## config.mk

```make
export PLATFORM = sky130hd
export DESIGN_NAME = ptf_timers
export DESIGN_NICKNAME = d
export VERILOG_FILES = /design/src/ptf_pkg.sv /design/src/ptf_timers.sv
export VERILOG_INCLUDE_DIRS = /design/src /design/src/src
export SDC_FILE = /design/constraint.sdc
export NUM_CORES = 2
export LEC_CHECK = 0
export BUFFER_PORTS_ARGS = -buffer_cell sky130_fd_sc_hd__buf_4
export CAP_MARGIN = 20
export CORE_MARGIN = 2
export CORE_UTILIZATION = 55
export DETAILED_ROUTE_END_ITERATION = 7
export PLACE_DENSITY = 0.7
export SETUP_SLACK_MARGIN = 0.2
export SLEW_MARGIN = 5
export SYNTH_ARGS = -nofsm -noshare
export SYNTH_HDL_FRONTEND = slang
export SYNTH_SLANG_ARGS = --single-unit
```

## constraint.sdc

```tcl
create_clock -name MCLK -period 12.8 [get_ports MCLK]
set_input_delay 0.64 -clock MCLK [delete_from_list [all_inputs] [get_ports MCLK]]
set_output_delay 0.64 -clock MCLK [all_outputs]
set_load 0.02 [all_outputs]
```

## src/ptf_defines.svh

```systemverilog
// Constants for the pulse and random timer block: widths, time base and limits.
// Assumes it is included by the package and the timer module by its bare name.
`ifndef PTF_DEFINES_SVH
`define PTF_DEFINES_SVH

// Width of every timing value and elapsed-time counter, in time-base ticks.
`define PTF_TIME_W 16
// System clock rate and the time-base tick period derived from it.
`define PTF_CLK_HZ 200000000
`define PTF_TICK_MS 10
`define PTF_TICK_CYCLES ((`PTF_CLK_HZ / 1000) * `PTF_TICK_MS)
`define PTF_DIV_W 32
// Number of timing parameters and of external value sources.
`define PTF_NPARAM 7
`define PTF_NSRC 4
`define PTF_SEL_W 3
// Pulse repeat range of the edge-triggered relay.
`define PTF_REP_W 4
`define PTF_REP_MIN 4'h1
`define PTF_REP_MAX 4'h9
// Pseudo-random source seed and feedback taps.
`define PTF_LFSR_SEED 16'hace1
`define PTF_LFSR_TAPS 16'hb400

`endif

```

## src/ptf_pkg.sv

```systemverilog
// Types shared by the pulse and random timer block.
// Assumes ptf_defines.svh is on the include path.
`include "ptf_defines.svh"

package ptf_pkg;

    typedef logic [`PTF_TIME_W-1:0] ptf_time_t;

    typedef enum logic [1:0] {
        ETR_IDLE = 2'b00,
        ETR_LOW  = 2'b01,
        ETR_HIGH = 2'b10
    } ptf_etr_state_t;

    typedef enum logic [1:0] {
        RND_IDLE = 2'b00,
        RND_ON   = 2'b01,
        RND_OFF  = 2'b10
    } ptf_rnd_state_t;

endpackage

```

## src/ptf_timers.sv

```systemverilog
// Edge-triggered interval relay, symmetrical and asynchronous pulse generators and a
// random on/off delay, all stepped by one shared time-base tick.
// Assumes all inputs are synchronous to MCLK and times are given in ticks.
//
// How it works
// - A trigger rising edge starts low_time; then output is high for high_time.
// - A new trigger during the sequence clears elapsed_time and restarts it.
// - The relay reset input forces the output low and clears elapsed_time.
// - Each trigger gives repeat_total low/high cycles, repeat_total from one to nine.
// - Legacy variant: only high_time, used as an output off-delay; no reset input.
// - With retentivity on, relay timing state and output survive a restart.
// - Any timing value may come from another block's value, chosen by number.
// - Symmetrical generator: high then low for half_period each while enabled.
// - Asynchronous generator alternates high for high_time and low for low_time.
// - Polarity flip inverts the asynchronous output only while it is enabled.
// - Enable rise starts a random on-delay up to high_time; sets output if still on.
// - Enable falling during the on-delay cancels it; output unchanged.
// - Enable fall starts a random off-delay up to low_time; clears output if still off.
// - Enable returning high during the off-delay cancels it; output stays set.
`include "ptf_defines.svh"

module ptf_timers #(
    parameter int unsigned TICK_CYCLES = `PTF_TICK_CYCLES
) (
    input wire logic MCLK,
    input wire logic RST,
    input wire logic RESTART,
    input wire ptf_pkg::ptf_time_t SRC_VAL_1,
    input wire ptf_pkg::ptf_time_t SRC_VAL_2,
    input wire ptf_pkg::ptf_time_t SRC_VAL_3,
    input wire ptf_pkg::ptf_time_t SRC_VAL_4,
    input wire logic ETR_TRG,
    input wire logic ETR_RST,
    input wire logic ETR_LEGACY,
    input wire logic ETR_RETAIN,
    input wire logic [`PTF_REP_W-1:0] ETR_REPEAT,
    input wire ptf_pkg::ptf_time_t ETR_HIGH_TIME,
    input wire ptf_pkg::ptf_time_t ETR_LOW_TIME,
    input wire logic [`PTF_SEL_W-1:0] ETR_HIGH_SEL,
    input wire logic [`PTF_SEL_W-1:0] ETR_LOW_SEL,
    input wire logic SYM_EN,
    input wire ptf_pkg::ptf_time_t SYM_HALF_PERIOD,
    input wire logic [`PTF_SEL_W-1:0] SYM_HALF_SEL,
    input wire logic ASY_EN,
    input wire logic ASY_POLARITY_FLIP,
    input wire ptf_pkg::ptf_time_t ASY_HIGH_TIME,
    input wire ptf_pkg::ptf_time_t ASY_LOW_TIME,
    input wire logic [`PTF_SEL_W-1:0] ASY_HIGH_SEL,
    input wire logic [`PTF_SEL_W-1:0] ASY_LOW_SEL,
    input wire logic RND_EN,
    input wire ptf_pkg::ptf_time_t RND_HIGH_TIME,
    input wire ptf_pkg::ptf_time_t RND_LOW_TIME,
    input wire logic [`PTF_SEL_W-1:0] RND_HIGH_SEL,
    input wire logic [`PTF_SEL_W-1:0] RND_LOW_SEL,
    output logic ETR_Q,
    output ptf_pkg::ptf_time_t ETR_ELAPSED,
    output logic SYM_Q,
    output logic ASY_Q,
    output logic RND_Q
);
    import ptf_pkg::*;

    // Parameter sources gathered into arrays so one loop resolves them all.
    ptf_time_t src_v [`PTF_NSRC];
    ptf_time_t const_v [`PTF_NPARAM];
    logic [`PTF_SEL_W-1:0] sel_v [`PTF_NPARAM];
    ptf_time_t tv [`PTF_NPARAM];
    assign src_v = '{SRC_VAL_1, SRC_VAL_2, SRC_VAL_3, SRC_VAL_4};
    assign const_v = '{ETR_HIGH_TIME, ETR_LOW_TIME, SYM_HALF_PERIOD, ASY_HIGH_TIME,
                       ASY_LOW_TIME, RND_HIGH_TIME, RND_LOW_TIME};
    assign sel_v = '{ETR_HIGH_SEL, ETR_LOW_SEL, SYM_HALF_SEL, ASY_HIGH_SEL,
                     ASY_LOW_SEL, RND_HIGH_SEL, RND_LOW_SEL};

    // Selector zero takes the constant; one to four take that block's current value.
    for (genvar i = 0; i < `PTF_NPARAM; i++) begin : g_param
        logic [`PTF_SEL_W-1:0] idx;
        assign idx = sel_v[i] - `PTF_SEL_W'(1);
        assign tv[i] = (sel_v[i] != '0 && sel_v[i] <= `PTF_SEL_W'(`PTF_NSRC)) ?
                       src_v[idx[1:0]] : const_v[i];
    end

    ptf_time_t etr_th, etr_tl, sym_t, asy_th, asy_tl, rnd_th, rnd_tl;
    assign etr_th = tv[0];
    assign etr_tl = tv[1];
    assign sym_t = tv[2];
    assign asy_th = tv[3];
    assign asy_tl = tv[4];
    assign rnd_th = tv[5];
    assign rnd_tl = tv[6];

    // Time-base divider: one-cycle tick every TICK_CYCLES clocks.
    logic [`PTF_DIV_W-1:0] div_q;
    logic tick;
    assign tick = (div_q == `PTF_DIV_W'(TICK_CYCLES - 1));
    always_ff @(posedge MCLK) begin
        div_q <= (RST || tick) ? '0 : div_q + `PTF_DIV_W'(1);
    end

    // Free-running Galois LFSR feeding both random delays.
    logic [15:0] lfsr_q;
    always_ff @(posedge MCLK) begin
        if (RST) lfsr_q <= `PTF_LFSR_SEED;
        else lfsr_q <= (lfsr_q >> 1) ^ (lfsr_q[0] ? `PTF_LFSR_TAPS : 16'h0000);
    end

    // Input history for edge detection.
    logic etr_trg_q, sym_en_q, rnd_en_q;
    always_ff @(posedge MCLK) begin
        etr_trg_q <= RST ? 1'b0 : ETR_TRG;
        sym_en_q <= RST ? 1'b0 : SYM_EN;
        rnd_en_q <= RST ? 1'b0 : RND_EN;
    end

    // ---------------- Edge-triggered interval relay ----------------
    ptf_etr_state_t etr_st_q, etr_st_d;
    ptf_time_t etr_el_q, etr_el_d;
    logic [`PTF_REP_W-1:0] etr_cnt_q, etr_cnt_d, etr_rep;
    logic etr_q_q, etr_q_d, etr_rise;
    logic [`PTF_TIME_W:0] etr_el_inc;
    assign etr_rise = ETR_TRG && !etr_trg_q;
    assign etr_el_inc = {1'b0, etr_el_q} + 17'h00001;
    assign etr_rep = (ETR_REPEAT < `PTF_REP_MIN) ? `PTF_REP_MIN :
                     (ETR_REPEAT > `PTF_REP_MAX) ? `PTF_REP_MAX : ETR_REPEAT;

    // Next state of the relay: restart, reset, trigger, then tick-driven timing.
    always_comb begin
        etr_st_d = etr_st_q;
        etr_el_d = etr_el_q;
        etr_cnt_d = etr_cnt_q;
        etr_q_d = etr_q_q;
        if (RESTART) begin
            if (!ETR_RETAIN) begin
                etr_st_d = ETR_IDLE;
                etr_el_d = '0;
                etr_cnt_d = '0;
                etr_q_d = 1'b0;
            end
        end else if (ETR_RST && !ETR_LEGACY) begin
            etr_st_d = ETR_IDLE;
            etr_el_d = '0;
            etr_cnt_d = '0;
            etr_q_d = 1'b0;
        end else if (etr_rise) begin
            etr_el_d = '0;
            etr_cnt_d = '0;
            etr_st_d = ETR_LEGACY ? ETR_HIGH : ETR_LOW;
            etr_q_d = ETR_LEGACY;
        end else if (tick) begin
            case (etr_st_q)
                ETR_LOW: begin
                    if (etr_el_inc >= {1'b0, etr_tl}) begin
                        etr_st_d = ETR_HIGH;
                        etr_q_d = 1'b1;
                        etr_el_d = '0;
                    end else begin
                        etr_el_d = etr_el_inc[`PTF_TIME_W-1:0];
                    end
                end
                ETR_HIGH: begin
                    if (etr_el_inc >= {1'b0, etr_th}) begin
                        etr_q_d = 1'b0;
                        etr_el_d = '0;
                        if (ETR_LEGACY || etr_cnt_q + `PTF_REP_W'(1) >= etr_rep) begin
                            etr_st_d = ETR_IDLE;
                            etr_cnt_d = '0;
                        end else begin
                            etr_st_d = ETR_LOW;
                            etr_cnt_d = etr_cnt_q + `PTF_REP_W'(1);
                        end
                    end else begin
                        etr_el_d = etr_el_inc[`PTF_TIME_W-1:0];
                    end
                end
                default: etr_st_d = ETR_IDLE;
            endcase
        end
    end

    always_ff @(posedge MCLK) begin
        etr_st_q <= RST ? ETR_IDLE : etr_st_d;
        etr_el_q <= RST ? '0 : etr_el_d;
        etr_cnt_q <= RST ? '0 : etr_cnt_d;
        etr_q_q <= RST ? 1'b0 : etr_q_d;
    end

    // ---------------- Symmetrical clock generator ----------------
    ptf_time_t sym_el_q, sym_el_d;
    logic sym_q_q, sym_q_d;

    // Starts high on enable, toggles every half_period ticks, low when disabled.
    always_comb begin
        sym_el_d = sym_el_q;
        sym_q_d = sym_q_q;
        if (!SYM_EN) begin
            sym_el_d = '0;
            sym_q_d = 1'b0;
        end else if (!sym_en_q) begin
            sym_el_d = '0;
            sym_q_d = 1'b1;
        end else if (tick) begin
            if ({1'b0, sym_el_q} + 17'h00001 >= {1'b0, sym_t}) begin
                sym_el_d = '0;
                sym_q_d = !sym_q_q;
            end else begin
                sym_el_d = sym_el_q + `PTF_TIME_W'(1);
            end
        end
    end

    always_ff @(posedge MCLK) begin
        sym_el_q <= RST ? '0 : sym_el_d;
        sym_q_q <= RST ? 1'b0 : sym_q_d;
    end

    // ---------------- Asynchronous pulse generator ----------------
    ptf_time_t asy_el_q, asy_el_d, asy_lim;
    logic asy_ph_q, asy_ph_d, asy_q_q, asy_q_d;
    assign asy_lim = asy_ph_q ? asy_th : asy_tl;
    assign asy_q_d = ASY_EN && (asy_ph_d ^ ASY_POLARITY_FLIP);

    // Phase high lasts high_time, phase low lasts low_time; idle parks in high phase.
    always_comb begin
        asy_el_d = asy_el_q;
        asy_ph_d = asy_ph_q;
        if (!ASY_EN) begin
            asy_el_d = '0;
            asy_ph_d = 1'b1;
        end else if (tick) begin
            if ({1'b0, asy_el_q} + 17'h00001 >= {1'b0, asy_lim}) begin
                asy_el_d = '0;
                asy_ph_d = !asy_ph_q;
            end else begin
                asy_el_d = asy_el_q + `PTF_TIME_W'(1);
            end
        end
    end

    always_ff @(posedge MCLK) begin
        asy_el_q <= RST ? '0 : asy_el_d;
        asy_ph_q <= RST ? 1'b1 : asy_ph_d;
        asy_q_q <= RST ? 1'b0 : asy_q_d;
    end

    // ---------------- Random on/off delay ----------------
    ptf_rnd_state_t rnd_st_q, rnd_st_d;
    ptf_time_t rnd_el_q, rnd_el_d, rnd_dly_q, rnd_dly_d, rnd_on_dly, rnd_off_dly;
    logic rnd_q_q, rnd_q_d, rnd_rise, rnd_fall;
    logic [32:0] rnd_on_prod, rnd_off_prod;
    assign rnd_rise = RND_EN && !rnd_en_q;
    assign rnd_fall = !RND_EN && rnd_en_q;
    // Scaling keeps each delay within zero to the configured maximum.
    assign rnd_on_prod = lfsr_q * ({1'b0, rnd_th} + 17'h00001);
    assign rnd_off_prod = lfsr_q * ({1'b0, rnd_tl} + 17'h00001);
    assign rnd_on_dly = rnd_on_prod[31:16];
    assign rnd_off_dly = rnd_off_prod[31:16];

    // Edges load a fresh delay, which also cancels whichever delay was running.
    always_comb begin
        rnd_st_d = rnd_st_q;
        rnd_el_d = rnd_el_q;
        rnd_dly_d = rnd_dly_q;
        rnd_q_d = rnd_q_q;
        if (rnd_rise) begin
            rnd_st_d = RND_ON;
            rnd_el_d = '0;
            rnd_dly_d = rnd_on_dly;
        end else if (rnd_fall) begin
            rnd_st_d = RND_OFF;
            rnd_el_d = '0;
            rnd_dly_d = rnd_off_dly;
        end else begin
            case (rnd_st_q)
                RND_ON: begin
                    if (rnd_el_q >= rnd_dly_q) begin
                        rnd_q_d = 1'b1;
                        rnd_st_d = RND_IDLE;
                    end else if (tick) begin
                        rnd_el_d = rnd_el_q + `PTF_TIME_W'(1);
                    end
                end
                RND_OFF: begin
                    if (rnd_el_q >= rnd_dly_q) begin
                        rnd_q_d = 1'b0;
                        rnd_st_d = RND_IDLE;
                    end else if (tick) begin
                        rnd_el_d = rnd_el_q + `PTF_TIME_W'(1);
                    end
                end
                default: rnd_st_d = RND_IDLE;
            endcase
        end
    end

    always_ff @(posedge MCLK) begin
        rnd_st_q <= RST ? RND_IDLE : rnd_st_d;
        rnd_el_q <= RST ? '0 : rnd_el_d;
        rnd_dly_q <= RST ? '0 : rnd_dly_d;
        rnd_q_q <= RST ? 1'b0 : rnd_q_d;
    end

    // Outputs come straight from the state flip-flops.
    assign ETR_Q = etr_q_q;
    assign ETR_ELAPSED = etr_el_q;
    assign SYM_Q = sym_q_q;
    assign ASY_Q = asy_q_q;
    assign RND_Q = rnd_q_q;
endmodule

```

==> results.txt <==
----------------------------------------------------
[Cells and area]
  Net count of the finished layout ... 4477
  Layout-stage area growth over the synthesis result ... 10.0%
  Post-layout instance count excluding filler cells ... 4315
  Fraction of final layout cells with drive strength greater than 1 ... 13.8%
  Antenna fix cells ... 0

[Global routing]
  Overall Global Routing Usage ... 32.7%
  Wire length of the first global-routing pass ... 145000 um
  Met2 usage ... 54.4%
  Antenna violations before repair ... 2
  Overflow after GRT ... 0
  Met3 usage ... 6.36%
  Busiest layer in global routing ... met2
  Global routing met1 resource utilization ... 41.8%
  Number of global-route vias before repair ... 26300
  Largest net degree at the start of global routing ... 56

[STA]
  Setup slack after layout ... 2.85 ns
  Total Neg Setup Slack ... 0 ns
  Number of pins exceeding their max-slew limit in the final report ... 0
  Peak clock frequency supported by timing ... 0.100 GHz
  Final critical delay including setup and external delays ... 9.95 ns
  Unrepaired setup endpoints after global routing ... no
  Worst slew margin relative to its limit ... 28.6%
  Final setup vio count ... 0
  Setup skew after layout ... 0.0144 ns
  Slew at the pin closest to its max-slew limit ... 1.07 ns
  Final worst path period share ... 77.7%
  Final hold vios ... 0

[Synthesis]
  Fraction of registers with async set or reset after synthesis ... 0%
  Flip-flop and latch count after synthesis ... 144
  Count of flip-flops with a built-in enable after synthesis ... 0
  Sequential cell area fraction in the yosys report ... 9.44%
  Proportion of netlist area held by the largest area contributor ... 27.0%
  Syn nets ... 4340
  Post-synth design cell area ... 30500 sq um
  Count of warnings emitted by yosys ... 0
  Commonest cells in the synthesized netlist ... 522 x inv_1, 420 x nand2_1, 412 x fa_1
  Avg Synthesized Cell Area ... 8.94 sq um
  Synth area leader ... fa_1
  Library cell with the highest instance count after synthesis ... inv_1
  Synth Flop Type ... dfxtp_1
  Synth top area cells ... fa_1 27%, ha_1 12%, dfxtp_1 9.4%
  Netlist cell types ... 81
  Gate count after technology mapping ... 3417

[Clock tree]
  Clock latency at the later pin of the worst-skew pair ... 0.48 ns
  TritonCTS clock tree ... done
  Number of sinks driven by the clock tree ... 144
  Clock transition at the registers of the reported paths ... 0.08 ns
  Buffer cell driving the clock tree root ... clkbuf_16
  Hold-fix buffers at CTS ... 0
  Maximum clock insertion buffer count ... 2
  Maximum level of the CTS H-tree ... 4
  TritonCTS Buffers ... 17
  Buffers inserted during post-CTS setup optimization ... 0
  Resize count post-CTS ... 0

[Worst hold path]
  Worst hold path class ... input pin to register
  Hold path depth ... 2

[Place]
  Detailed placement HPWL ... 73000 um
  Worst-case setup slack after placement ... 2.43 ns
  Dpl cells ... 4282
  Port Buffers ... 231
  Final estimated routing congestion in global placement ... 0.972

[Detailed routing]
  First-pass detailed-route iteration total ... 6
  Number of DRC markers after the initial detailed-route iteration ... 1856
  Overall via count from detail_route ... 25600
  Final routed wirelength across all metal layers ... 91600 um
  Number of vias per cell ... 5.93
  Post-route DRC violation count ... 0
  Final antenna-violating net count ... 0
  Average wire length per cell after detail routing ... 21.2 um

[Critical path]
  Type of the worst setup path ... input pin to register
  Sort of element at the end of the critical path ... register
  Kind of launch point of the worst setup path ... input pin
  Path depth of the worst reg2reg path ... 24
  Most Frequent Cell on Critical Path ... fa_1
  Peak per-stage delay on the critical path ... 0.76 ns
  Required time of the critical path ... 13.17 ns
  Slowest cell on the critical path ... xnor2_4
  Maximum fanout along the worst path ... 27
  Worst Path Arrival ... 10.32 ns

[Die]
  Die area ... 57400 sq um
  Die Y ... 240 um
  Initial core utilization ... 55.6%
  Horizontal extent of the die ... 240 um
  Total I/O pin count ... 232
  Site row count ... 86
  Area of the placeable core ... 55000 sq um

[Status]
  Status ... finished, final reports clean

[Flow run]
  Number of max-cap violations ... 0

----------------------------------------------------
stage by stage:
stage	hold WS [ns]	utilization (%)	cell area, sq um
4_1_cts	0.354	61.1	33600
3_3_place_gp	0.438	60.1	33000
3_5_place_dp	0.458	60.1	33000
2_1_floorplan	0.430	-	30500
5_1_grt	0.366	61.1	33600
6_report	0.380	61.1	33600
registers in the layout (all words and copies together) (netlist names), 2 cells and up:
signal,cells
div_q,32
ETR_ELAPSED,16
asy_el_q,16
lfsr_q,16
rnd_dly_q,16
rnd_el_q,16
sym_el_q,16
etr_cnt_q,4
etr_st_q,2
rnd_st_q,2
worst max-delay path, delay by kind of cell:
| family | cells | cell delay, ns |
|---|---|---|
| fa+ha+maj | 8 | 3.61 |
| compound gates | 8 | 2.25 |
| simple gates | 8 | 2.02 |
| xor+xnor | 2 | 0.93 |
| buf+inv | 5 | 0.51 |
| mux | 1 | 0.33 |
per-layer routing:
layer / routed length (um) / up-vias
li1: - / 11400
met3: 6770 / 227
met1: 36500 / 12800
met4: 4120 / 4
met2: 44200 / 1065
met5: 33 / -
cell families after synthesis:
kind of cell    synth area share, %
flops                          9.44
xor+xnor                       5.04
mux                            11.9
compound gates                 7.15
fa+ha+maj                      39.2
simple gates                   18.6
buf+inv                        8.63
final timing paths:
path                                      start            end  slack [ns]
worst min-delay path                    ETR_TRG      etr_trg_q        0.38
worst max register to register        lfsr_q[3]  rnd_dly_q[12]        5.39
worst max-delay path            RND_HIGH_SEL[0]  rnd_dly_q[12]        2.85
worst min register to register         div_q[0]       div_q[0]        0.47
cells in the final DEF (no fill, tap or decap), types with 33 or more instances in the layout:
cell type,instances
a21o_1,44
a21oi_1,110
and2_1,257
and3_1,51
buf_4,287
dfxtp_1,143
fa_1,412
ha_1,299
inv_1,522
mux2i_1,89
mux4_2,110
nand2_1,420
nand3_1,90
nor2_1,136
nor3_1,33
o21ai_0,67
xnor2_1,82
xor2_1,80
cell type report:
cell class                      count  area (sq um)
Clock buffer                       17           425
Clock inverter                     15           143
Fill cell                        4795         21400
Inverter                          522          1960
Multi-Input combinational cell   2581         25100
Sequential cell                   144          2880
Tap cell                          748           936
Timing Repair Buffer              288          2160
Power is left out: the tool's default activity adds up to more than one toggle a clock period on the data nets, which glitch-free logic cannot reach.
